===== src/include/otd_pkg.sv =====
// shared constants and types for the opcode decode tail
package otd_pkg;

  // widths
  localparam int ADDR_W = 16;
  localparam int DATA_W = 8;

  // start address after reset (vector fetch is outside this block)
  localparam logic [15:0] RESET_PC = 16'h0000;

  // condition_flags bit positions
  localparam int FLG_C = 0;
  localparam int FLG_Z = 1;
  localparam int FLG_N = 2;
  localparam int FLG_I = 3;
  localparam int FLG_H = 4;

  // condition_flags after reset: interrupt mask set
  localparam logic [4:0] FLG_RESET = 5'h08;

  // inherent_form opcodes handled here
  localparam logic [7:0] OPC_WAIT = 8'h8f;
  localparam logic [7:0] OPC_TAX  = 8'h97;
  localparam logic [7:0] OPC_CLC  = 8'h98;
  localparam logic [7:0] OPC_SEC  = 8'h99;
  localparam logic [7:0] OPC_CLI  = 8'h9a;
  localparam logic [7:0] OPC_SEI  = 8'h9b;
  localparam logic [7:0] OPC_NOP  = 8'h9d;
  localparam logic [7:0] OPC_COPY_IDX_ACC = 8'h9f;

  // register/memory operation rows (low nibble)
  localparam logic [3:0] ROW_SUB = 4'h0;
  localparam logic [3:0] ROW_CMP = 4'h1;
  localparam logic [3:0] ROW_SBC = 4'h2;
  localparam logic [3:0] ROW_CPX = 4'h3;
  localparam logic [3:0] ROW_AND = 4'h4;
  localparam logic [3:0] ROW_BIT = 4'h5;
  localparam logic [3:0] ROW_LDA = 4'h6;
  localparam logic [3:0] ROW_STA = 4'h7;
  localparam logic [3:0] ROW_EOR = 4'h8;
  localparam logic [3:0] ROW_ADC = 4'h9;
  localparam logic [3:0] ROW_ORA = 4'ha;
  localparam logic [3:0] ROW_ADD = 4'hb;
  localparam logic [3:0] ROW_JMP = 4'hc;
  localparam logic [3:0] ROW_JSR = 4'hd;
  localparam logic [3:0] ROW_LDX = 4'he;
  localparam logic [3:0] ROW_STX = 4'hf;

  // sequencer states
  typedef enum logic [2:0] {
    ST_FETCH, ST_OPCODE, ST_BYTE1, ST_BYTE2, ST_DATA, ST_HALT
  } otd_state_t;

  // addressing forms
  typedef enum logic [3:0] {
    MODE_INHERENT, MODE_LITERAL, MODE_DIRECT, MODE_FULL_ADDR, MODE_LONG_OFS,
    MODE_SHORT_OFS, MODE_PLAIN_IDX, MODE_RELATIVE, MODE_BIT_BRANCH
  } otd_mode_t;

  // instruction classes
  typedef enum logic [2:0] {
    CLS_ALU, CLS_BRANCH, CLS_BIT_BRANCH, CLS_INH, CLS_WAIT, CLS_FOREIGN, CLS_ILLEGAL
  } otd_cls_t;

endpackage


===== src/design/otd_core.sv =====
// instruction sequencer: fetch, operand formats, execute of the decode tail
`timescale 1ns/10ps

// Notes on behaviour
// RULE1: copy_index_to_acc copies index, flags untouched
// RULE2: wait clears mask, halts until interrupt
// RULE3: high nibble selects form, low nibble operation
// RULE4: bit branch fetches address then offset
// RULE5: full_address_form fetches high then low byte
// RULE6: long offset added to index register
// RULE7: short unsigned offset added to index
// RULE8: plain_indexed_form uses index, no operand
// RULE9: relative branch adds signed offset when taken
// RULE10: blank opcodes run as one-byte no-ops, flagged
module otd_core (
  // clock, reset, enable
  input  wire logic              clk_sys_i,
  input  wire logic              rst_i,
  input  wire logic              ce_i,
  // program/data memory
  output logic [15:0]            mem_addr_o,
  output logic                   mem_rd_o,
  output logic                   mem_wr_o,
  output logic [7:0]             mem_wdata_o,
  input  wire logic [7:0]        mem_rdata_i,
  // interrupt pin, active low
  input  wire logic              irq_n_i,
  // cpu state
  output logic [7:0]             acc_o,
  output logic [7:0]             idx_o,
  output logic [15:0]            pc_o,
  output logic [4:0]             condition_flags_o,
  output logic                   halted_o,
  output logic [7:0]             opcode_o,
  output logic                   illegal_op_o,
  output logic                   foreign_op_o
);

  otd_pkg::otd_state_t state, next_state;
  otd_pkg::otd_mode_t  dec_mode, mode_q;
  otd_pkg::otd_cls_t   dec_cls, cls_q, cur_cls;
  logic [1:0]  dec_len;
  logic [15:0] pc, next_pc, ea, next_ea, ea_now, next_addr;
  logic [7:0]  acc, next_acc, idx, next_idx, opc, next_opc, b1, next_b1;
  logic [7:0]  rel, next_rel, next_wdata, m_val, alu_a, res;
  logic [4:0]  flg, next_flg;
  logic [3:0]  row;
  logic        busy, next_rd, next_wr, next_halt, next_ill, next_frn;
  logic        ea_go, m_go, done, br_take, bit_val;
  logic        irq_s1, irq_s2;
  logic [8:0]  wide;

  otd_mode_decode u_dec (
    .opc_i  (mem_rdata_i),
    .mode_o (dec_mode),
    .cls_o  (dec_cls),
    .len_o  (dec_len)
  );

  // outputs straight from flops
  assign acc_o             = acc;
  assign idx_o             = idx;
  assign pc_o              = pc;
  assign condition_flags_o = flg;
  assign opcode_o          = opc;

  // operation row and class of the instruction in hand
  assign row     = (state == otd_pkg::ST_OPCODE) ? mem_rdata_i[3:0] : opc[3:0];
  assign cur_cls = (state == otd_pkg::ST_OPCODE) ? dec_cls : cls_q;

  // RULE9: branch condition pairs, odd row inverts
  always_comb begin
    unique case (opc[3:1])
      3'h0: br_take = 1'b1;
      3'h1: br_take = ~(flg[otd_pkg::FLG_C] | flg[otd_pkg::FLG_Z]);
      3'h2: br_take = ~flg[otd_pkg::FLG_C];
      3'h3: br_take = ~flg[otd_pkg::FLG_Z];
      3'h4: br_take = ~flg[otd_pkg::FLG_H];
      3'h5: br_take = ~flg[otd_pkg::FLG_N];
      3'h6: br_take = ~flg[otd_pkg::FLG_I];
      default: br_take = ~irq_s2;
    endcase
    br_take = br_take ^ opc[0];
  end

  // sequencer and execute
  always_comb begin
    next_state = state;
    next_pc    = pc;
    next_acc   = acc;
    next_idx   = idx;
    next_flg   = flg;
    next_opc   = opc;
    next_b1    = b1;
    next_rel   = rel;
    next_ea    = ea;
    next_addr  = mem_addr_o;
    next_wdata = mem_wdata_o;
    next_rd    = 1'b0;
    next_wr    = 1'b0;
    next_halt  = halted_o;
    next_ill   = 1'b0;
    next_frn   = 1'b0;
    ea_go      = 1'b0;
    ea_now     = ea;
    m_go       = 1'b0;
    m_val      = mem_rdata_i;
    done       = 1'b0;
    bit_val    = 1'b0;
    alu_a      = acc;
    res        = 8'h00;
    wide       = 9'h000;
    if (!busy) begin
      unique case (state)
        otd_pkg::ST_FETCH: begin
          next_addr  = pc;
          next_rd    = 1'b1;
          next_state = otd_pkg::ST_OPCODE;
        end
        otd_pkg::ST_OPCODE: begin
          next_opc = mem_rdata_i;
          next_pc  = pc + 16'h0001;
          if (dec_cls == otd_pkg::CLS_ILLEGAL) begin
            // RULE10: one-byte no-op with flag pulse
            next_ill = 1'b1;
            done     = 1'b1;
          end else if (dec_cls == otd_pkg::CLS_FOREIGN) begin
            next_frn = 1'b1;
            next_pc  = pc + {14'h0000, dec_len};
            done     = 1'b1;
          end else if (dec_cls == otd_pkg::CLS_WAIT) begin
            // RULE2: clear mask and stop
            next_flg[otd_pkg::FLG_I] = 1'b0;
            next_halt  = 1'b1;
            next_state = otd_pkg::ST_HALT;
          end else if (dec_cls == otd_pkg::CLS_INH) begin
            done = 1'b1;
            unique case (mem_rdata_i)
              // RULE1: index into accumulator only
              otd_pkg::OPC_COPY_IDX_ACC: next_acc = idx;
              otd_pkg::OPC_TAX: next_idx = acc;
              otd_pkg::OPC_CLC: next_flg[otd_pkg::FLG_C] = 1'b0;
              otd_pkg::OPC_SEC: next_flg[otd_pkg::FLG_C] = 1'b1;
              otd_pkg::OPC_CLI: next_flg[otd_pkg::FLG_I] = 1'b0;
              otd_pkg::OPC_SEI: next_flg[otd_pkg::FLG_I] = 1'b1;
              default: ;
            endcase
          end else if (dec_mode == otd_pkg::MODE_PLAIN_IDX) begin
            // RULE8: index is the address
            ea_go  = 1'b1;
            ea_now = {8'h00, idx};
          end else begin
            next_addr  = pc + 16'h0001;
            next_rd    = 1'b1;
            next_state = otd_pkg::ST_BYTE1;
          end
        end
        otd_pkg::ST_BYTE1: begin
          next_b1 = mem_rdata_i;
          next_pc = pc + 16'h0001;
          unique case (mode_q)
            otd_pkg::MODE_LITERAL: m_go = 1'b1;
            otd_pkg::MODE_DIRECT: begin
              ea_go  = 1'b1;
              ea_now = {8'h00, mem_rdata_i};
            end
            otd_pkg::MODE_SHORT_OFS: begin
              // RULE7: unsigned byte plus index
              ea_go  = 1'b1;
              ea_now = {8'h00, mem_rdata_i} + {8'h00, idx};
            end
            otd_pkg::MODE_RELATIVE: begin
              // RULE9: signed displacement on taken branch
              if (br_take) next_pc = pc + 16'h0001 + {{8{mem_rdata_i[7]}}, mem_rdata_i};
              done = 1'b1;
            end
            default: begin
              next_addr  = pc + 16'h0001;
              next_rd    = 1'b1;
              next_state = otd_pkg::ST_BYTE2;
            end
          endcase
        end
        otd_pkg::ST_BYTE2: begin
          next_pc = pc + 16'h0001;
          ea_go   = 1'b1;
          unique case (mode_q)
            // RULE5: high byte then low byte
            otd_pkg::MODE_FULL_ADDR: ea_now = {b1, mem_rdata_i};
            // RULE6: 16-bit offset plus index
            otd_pkg::MODE_LONG_OFS: ea_now = {b1, mem_rdata_i} + {8'h00, idx};
            default: begin
              // RULE4: direct address then branch offset
              next_rel = mem_rdata_i;
              ea_now   = {8'h00, b1};
            end
          endcase
        end
        otd_pkg::ST_DATA: begin
          if (cls_q == otd_pkg::CLS_BIT_BRANCH) begin
            // RULE4: branch on selected bit, bit into carry
            bit_val = mem_rdata_i[opc[3:1]];
            next_flg[otd_pkg::FLG_C] = bit_val;
            if (bit_val ^ opc[0]) next_pc = pc + {{8{rel[7]}}, rel};
            done = 1'b1;
          end else begin
            m_go = 1'b1;
          end
        end
        otd_pkg::ST_HALT: begin
          // RULE2: resume on interrupt pin low
          if (!irq_s2) begin
            next_halt  = 1'b0;
            next_state = otd_pkg::ST_FETCH;
          end
        end
        default: next_state = otd_pkg::ST_FETCH;
      endcase

      // effective address ready: store, jump or read operand
      if (ea_go) begin
        next_ea = ea_now;
        if (cur_cls == otd_pkg::CLS_ALU &&
            (row == otd_pkg::ROW_STA || row == otd_pkg::ROW_STX)) begin
          res        = (row == otd_pkg::ROW_STA) ? acc : idx;
          next_addr  = ea_now;
          next_wdata = res;
          next_wr    = 1'b1;
          next_flg[otd_pkg::FLG_N] = res[7];
          next_flg[otd_pkg::FLG_Z] = (res == 8'h00);
          next_state = otd_pkg::ST_FETCH;
        end else if (cur_cls == otd_pkg::CLS_ALU && row == otd_pkg::ROW_JMP) begin
          next_pc = ea_now;
          done    = 1'b1;
        end else begin
          next_addr  = ea_now;
          next_rd    = 1'b1;
          next_state = otd_pkg::ST_DATA;
        end
      end

      // RULE3: low nibble chooses the operation
      if (m_go) begin
        alu_a = (row == otd_pkg::ROW_CPX) ? idx : acc;
        unique case (row)
          otd_pkg::ROW_SUB, otd_pkg::ROW_CMP, otd_pkg::ROW_SBC, otd_pkg::ROW_CPX: begin
            wide = {1'b0, alu_a} - {1'b0, m_val} -
                   {8'h00, (row == otd_pkg::ROW_SBC) & flg[otd_pkg::FLG_C]};
            next_flg[otd_pkg::FLG_C] = wide[8];
          end
          otd_pkg::ROW_ADC, otd_pkg::ROW_ADD: begin
            wide = {1'b0, alu_a} + {1'b0, m_val} +
                   {8'h00, (row == otd_pkg::ROW_ADC) & flg[otd_pkg::FLG_C]};
            next_flg[otd_pkg::FLG_C] = wide[8];
            next_flg[otd_pkg::FLG_H] = (alu_a[3] & m_val[3]) | (m_val[3] & ~wide[3]) |
                                       (~wide[3] & alu_a[3]);
          end
          otd_pkg::ROW_AND, otd_pkg::ROW_BIT: wide = {1'b0, alu_a & m_val};
          otd_pkg::ROW_EOR: wide = {1'b0, alu_a ^ m_val};
          otd_pkg::ROW_ORA: wide = {1'b0, alu_a | m_val};
          default: wide = {1'b0, m_val};
        endcase
        res = wide[7:0];
        next_flg[otd_pkg::FLG_N] = res[7];
        next_flg[otd_pkg::FLG_Z] = (res == 8'h00);
        if (row == otd_pkg::ROW_LDX) next_idx = res;
        else if (row != otd_pkg::ROW_CMP && row != otd_pkg::ROW_CPX &&
                 row != otd_pkg::ROW_BIT) next_acc = res;
        done = 1'b1;
      end

      // overlap next opcode fetch with instruction end
      if (done) begin
        next_addr  = next_pc;
        next_rd    = 1'b1;
        next_state = otd_pkg::ST_OPCODE;
      end
    end
  end

  // interrupt pin synchroniser
  always_ff @(posedge clk_sys_i or posedge rst_i) begin
    if (rst_i) begin
      irq_s1 <= 1'b1;
      irq_s2 <= 1'b1;
    end else if (ce_i) begin
      irq_s1 <= irq_n_i;
      irq_s2 <= irq_s1;
    end
  end

  // sequencer state and read wait
  always_ff @(posedge clk_sys_i or posedge rst_i) begin
    if (rst_i) begin
      state    <= otd_pkg::ST_FETCH;
      busy     <= 1'b0;
      halted_o <= 1'b0;
    end else if (ce_i) begin
      state    <= next_state;
      busy     <= next_rd;
      halted_o <= next_halt;
    end
  end

  // cpu registers
  always_ff @(posedge clk_sys_i or posedge rst_i) begin
    if (rst_i) begin
      pc  <= otd_pkg::RESET_PC;
      acc <= 8'h00;
      idx <= 8'h00;
      flg <= otd_pkg::FLG_RESET;
    end else if (ce_i) begin
      pc  <= next_pc;
      acc <= next_acc;
      idx <= next_idx;
      flg <= next_flg;
    end
  end

  // instruction holding registers
  always_ff @(posedge clk_sys_i or posedge rst_i) begin
    if (rst_i) begin
      opc    <= 8'h00;
      b1     <= 8'h00;
      rel    <= 8'h00;
      ea     <= 16'h0000;
      mode_q <= otd_pkg::MODE_INHERENT;
      cls_q  <= otd_pkg::CLS_ILLEGAL;
    end else if (ce_i) begin
      opc <= next_opc;
      b1  <= next_b1;
      rel <= next_rel;
      ea  <= next_ea;
      if (!busy && state == otd_pkg::ST_OPCODE) begin
        mode_q <= dec_mode;
        cls_q  <= dec_cls;
      end
    end
  end

  // memory strobes and status pulses
  always_ff @(posedge clk_sys_i or posedge rst_i) begin
    if (rst_i) begin
      mem_addr_o   <= 16'h0000;
      mem_rd_o     <= 1'b0;
      mem_wr_o     <= 1'b0;
      mem_wdata_o  <= 8'h00;
      illegal_op_o <= 1'b0;
      foreign_op_o <= 1'b0;
    end else if (ce_i) begin
      mem_addr_o   <= next_addr;
      mem_rd_o     <= next_rd;
      mem_wr_o     <= next_wr;
      mem_wdata_o  <= next_wdata;
      illegal_op_o <= next_ill;
      foreign_op_o <= next_frn;
    end
  end

endmodule


===== src/design/otd_mode_decode.sv =====
// opcode to addressing form, class and length decode
`timescale 1ns/10ps

module otd_mode_decode (
  // opcode byte
  input  wire logic [7:0]        opc_i,
  // decode results
  output otd_pkg::otd_mode_t     mode_o,
  output otd_pkg::otd_cls_t      cls_o,
  output logic [1:0]             len_o
);

  logic [3:0] col;
  logic [3:0] row;

  assign col = opc_i[7:4];
  assign row = opc_i[3:0];

  // high nibble picks group and form, low nibble the operation
  always_comb begin
    mode_o = otd_pkg::MODE_INHERENT;
    cls_o  = otd_pkg::CLS_FOREIGN;
    len_o  = 2'h1;
    unique case (col)
      4'h0: begin
        mode_o = otd_pkg::MODE_BIT_BRANCH;
        cls_o  = otd_pkg::CLS_BIT_BRANCH;
        len_o  = 2'h3;
      end
      4'h1: len_o = 2'h2;
      4'h2: begin
        mode_o = otd_pkg::MODE_RELATIVE;
        cls_o  = otd_pkg::CLS_BRANCH;
        len_o  = 2'h2;
      end
      4'h3, 4'h4, 4'h5, 4'h6, 4'h7: begin
        len_o = (col == 4'h3 || col == 4'h6) ? 2'h2 : 2'h1;
        if (row == 4'h1 || row == 4'h5 || row == 4'hb || row == 4'he ||
            (row == 4'h2 && opc_i != 8'h42)) begin
          cls_o = otd_pkg::CLS_ILLEGAL;
          len_o = 2'h1;
        end
      end
      4'h8: begin
        if (opc_i == otd_pkg::OPC_WAIT) cls_o = otd_pkg::CLS_WAIT;
        else if (!(row == 4'h0 || row == 4'h1 || row == 4'h3 || row == 4'he))
          cls_o = otd_pkg::CLS_ILLEGAL;
      end
      4'h9: begin
        if (row < 4'h7 || row == 4'he) cls_o = otd_pkg::CLS_ILLEGAL;
        else if (row != 4'hc) cls_o = otd_pkg::CLS_INH;
      end
      default: begin
        // register/memory columns a..f
        cls_o = (row == otd_pkg::ROW_JSR) ? otd_pkg::CLS_FOREIGN : otd_pkg::CLS_ALU;
        unique case (col)
          4'ha: begin
            mode_o = otd_pkg::MODE_LITERAL;
            len_o  = 2'h2;
            if (row == otd_pkg::ROW_STA || row == otd_pkg::ROW_JMP ||
                row == otd_pkg::ROW_STX)
              cls_o = otd_pkg::CLS_ILLEGAL;
          end
          4'hb: begin mode_o = otd_pkg::MODE_DIRECT;    len_o = 2'h2; end
          4'hc: begin mode_o = otd_pkg::MODE_FULL_ADDR; len_o = 2'h3; end
          4'hd: begin mode_o = otd_pkg::MODE_LONG_OFS;  len_o = 2'h3; end
          4'he: begin mode_o = otd_pkg::MODE_SHORT_OFS; len_o = 2'h2; end
          default: begin mode_o = otd_pkg::MODE_PLAIN_IDX; len_o = 2'h1; end
        endcase
        if (cls_o == otd_pkg::CLS_ILLEGAL) len_o = 2'h1;
      end
    endcase
  end

endmodule


===== config.mk =====
export PLATFORM = sky130hd
export DESIGN_NAME = otd_core
export DESIGN_NICKNAME = d
export VERILOG_FILES = /design/src/include/otd_pkg.sv /design/src/design/otd_core.sv /design/src/design/otd_mode_decode.sv
export SDC_FILE = /design/constraint.sdc
export NUM_CORES = 1
export LEC_CHECK = 0
export BUFFER_PORTS_ARGS = -buffer_cell sky130_fd_sc_hd__buf_2
export CAP_MARGIN = 10
export CORE_ASPECT_RATIO = 1.5
export CORE_MARGIN = 2
export CORE_UTILIZATION = 40
export DETAILED_ROUTE_END_ITERATION = 12
export MAX_ROUTING_LAYER = met4
export SLEW_MARGIN = 20
export SYNTH_ARGS = -nofsm -noshare
export SYNTH_HDL_FRONTEND = slang
export SYNTH_SLANG_ARGS = --single-unit

===== constraint.sdc =====
create_clock -name clk_sys_i -period 3.97 [get_ports clk_sys_i]
set_clock_uncertainty 0.15 [all_clocks]
set_input_delay 0.397 -clock clk_sys_i [delete_from_list [all_inputs] [get_ports clk_sys_i]]
set_output_delay 0.397 -clock clk_sys_i [all_outputs]
set_load 0.03 [all_outputs]

==> impl_results.md <==
- Post-layout util: 52.0%
- Flop pwr share: 16.4%
- Number of global-route vias before repair: 14300
- Post-DP HPWL: 44200 µm
- Asr flop ratio synth: 100%
- Synth unique cells: 93
- Cell Int Power: 6.72 mW
- CTS tree: built
- IO Port Bufs: 85
- Top cell type by total area after synthesis: dfrtp_1
- Hold Path Class: input pin to register
- Synth Instances: 1579
- Layout area overhead: 28.8%
- Filler Cell Count: 2945
- Comb power frac: 72.4%
- Final hold vios: 0
- Number of max-cap violations: 0
- Switch share: 52.4%
- Pins over their slew limit: 0
- Minimum clock period: 4.05 ns
- RSZ-0062 raised after global routing: yes
- Largest net degree at the start of global routing: 60
- DR vias/cell: 6.45
- DRC viols: 0
- First-pass GRT wire length: 86400 µm
- GRT overflow: 0
- Post-synth top area share: 23.0%
- Cell Area, Synth: 12200 µm²
- # setup viols final: 3
- CTS Sinks: 117
- Peak supply drop: 0.000425 V
- CTS Root Cell: clkbuf_16
- Starting Density: 40.4%
- Routed WL per cell: 25.5 µm
- CP endpoint kind: register
- Worst rel slew slack: 31.2%
- Seq cells post-synth: 117
- Sequential area share after synthesis: 24.1%
- Top cells by count, synth: nand2_1, o21ai_0, nor2_1
- Hold slack: 0.0478 ns
- Gpl congestion: 1.01
- CP Class: register to register
- Iteration-0 DRC Markers: 1295
- Cell total after placement: 2228
- Die Wd: 146 µm
- Clock Path Buffers: 2
- Pre-antenna DRT Iters: 6
- Final Cycle Share: 102%
- WL met2: 27900 µm
- P_sw: 7.39 mW
- Wl on met1: 20400 µm
- Final ANT Viol Nets: 0
- Ant diodes: 0
- Met3 wire length: 3810 µm
- Max frequency: 0.247 GHz
- Crit-path max FO: 3
- Die area: 31900 µm²
- H-tree Lvls: 4
- Nets: 1951
- Synth warnings: 0
- Failing checks: negative setup slack
- Tot GR Track Use: 37.0%
- Synth Area per Inst: 7.71 µm²
- Final WL: 57900 µm
- # rows: 78
- Antenna violations before repair: 0
- Mapped Nets: 1669
- Most common cell in the netlist: nand2_1
- Place WS: -0.293 ns
- Top Metal Used: met4
- Core Area: 30200 µm²
- Pwr Density: 900 nW/µm²
- Io pins: 86
- Ys flop type: dfrtp_1
- Clock power frac: 11.2%
- Vias: 14700
- Clk slew on worst S/H paths: 0.07 ns
- Clock latency on the worst-skew pair: 0.45 ns
- Leak pwr: 7.13 nW
- Worst Tran Pin Value: 1.03 ns
- Arrival @ worst endpoint: 4.23 ns
- Share of post-route cells with drive strength above 1: 26.8%
- CP Launch Type: register
- EDFF count, synth: 0
- Status: finished with violations
- Worst EP required: 4.14 ns
- Die H: 218 µm
- Most area-consuming cells after synthesis: dfrtp_1, ha_1, o21ai_0, nand2_1, a21oi_1
- Final std cells w/o fill: 2274
- Cts bufs inserted: 17
- Worst Slack Setup Final: -0.0823 ns
power groups by stage:
stage               clock (mW)  sequential, mW  combinational (mW)
floorplan                    0            2.55                5.32
global placement             0            2.28                9.51
detailed placement           0            2.29                9.58
CTS                       1.59            2.27                9.83
global route              1.64            2.34                10.9
finish                    1.58            2.31                10.2
through the flow:
stage	TNS, ns	cell area (µm²)	power (mW)
floorplan	-0.0328	12200	7.86
global placement	-3.77	14700	11.8
detailed placement	-4.15	14700	11.9
CTS	-0.0637	15500	13.7
global route	-0.830	15700	14.8
finish	-0.201	15700	14.1
metal layers:
metal / vias to the layer above / global-route usage (%)
li1: 6495 / -
met1: 6997 / 39.0
met2: 858 / 62.1
met3: 313 / 4.81
met4: 0 / 30.4
met5: - / -
area by class of cell:
type,instances,area [µm²],share of cell area (%)
Sequential cell,117,2940,18.8
Tap cell,400,500,3.19
Timing Repair Buffer,364,2590,16.5
Inverter,56,213,1.36
Multi-Input combinational cell,1305,8850,56.5
Clock inverter,11,128,0.814
Clock buffer,21,450,2.87
cell families (layout without fill, tap and decap cells):
kind of cell	Yosys count	count (layout)	synth area share (%)
muxes	70	70	6.52
adders and majority gates	78	78	8.57
DFF	117	117	24.1
xor gates and xnor gates	55	55	3.96
and+or+nand+nor	528	528	20.9
AOI/OAI and AO/OA	574	574	30.7
buffers and inverters	157	452	5.20
cells in the final DEF, fill, tap and decap left out, types with 16 or more instances in the layout:
master and count:
dfrtp_1 107, nor2_1 143, a221oi_1 22, o31ai_1 16, ha_1 67, a21oi_1 114, clkbuf_16 17, nand4_1 18
buf_2 85, nor3_1 34, a21o_1 21, o22ai_1 30, mux2_2 28, a31oi_1 25, buf_4 272, nand2_1 165
nand3_1 39, inv_1 49, a211oi_1 24, xnor2_1 24, mux2i_1 31, o211ai_1 20, o21ai_0 144, o21a_1 18
nand2b_1 16, xor2_1 29
worst max-delay path: stages, from the launching register on:
cell and delay (ns):
dfrtp_1 0.40, or3b_4 0.44, mux2i_4 0.22, mux2_4 0.36, fa_2 0.39, fa_2 0.37
o21ai_2 0.12, nand2b_1 0.10, a21o_1 0.20, a21o_1 0.21, xnor2_1 0.14, o221ai_1 0.11
o32a_1 0.41, o22ai_1 0.19, a21oi_1 0.09
worst paths after layout:
check,startpoint,to,slack (ns),depth (start not counted)
worst min register to register,opcode_o[7]$_DFFE_PP0P_,opcode_o[7]$_DFFE_PP0P_,0.32,2
worst min-delay path,irq_n_i,irq_s1$_DFFE_PP1P_,0.05,2
worst max-delay path,state[1]$_DFFE_PP0P_,idx_o[6]$_DFFE_PP0P_,-0.08,14
max in group asynchronous,rst_i,pc_o[1]$_DFFE_PP0P_,2.30,4
worst max register to register,state[1]$_DFFE_PP0P_,idx_o[6]$_DFFE_PP0P_,-0.08,14
min in group asynchronous,rst_i,mem_wdata_o[0]$_DFFE_PP0P_,0.50,3
registers in the layout (all words and copies together) (netlist names), 3 cells and up:
signal,cells
mode_q,4
b1,8
rel,8
cls_q,3
idx_o,8
mem_wdata_o,8
mem_addr_o,16
condition_flags_o,5
state,3
ea,15
opcode_o,8
acc_o,8
pc_o,16
timing repair:
action / in CTS / in global routing
gates resized for setup: 17 / 33
endpoints found under the hold margin: 31 / 0
setup buffers: 7 / 5
cloned: 1 / 0
pin swaps: 9 / 20
hold buffers: 1 / 0
endpoints found under the setup margin: 13 / 19
Power figures use the tool's default switching activity.
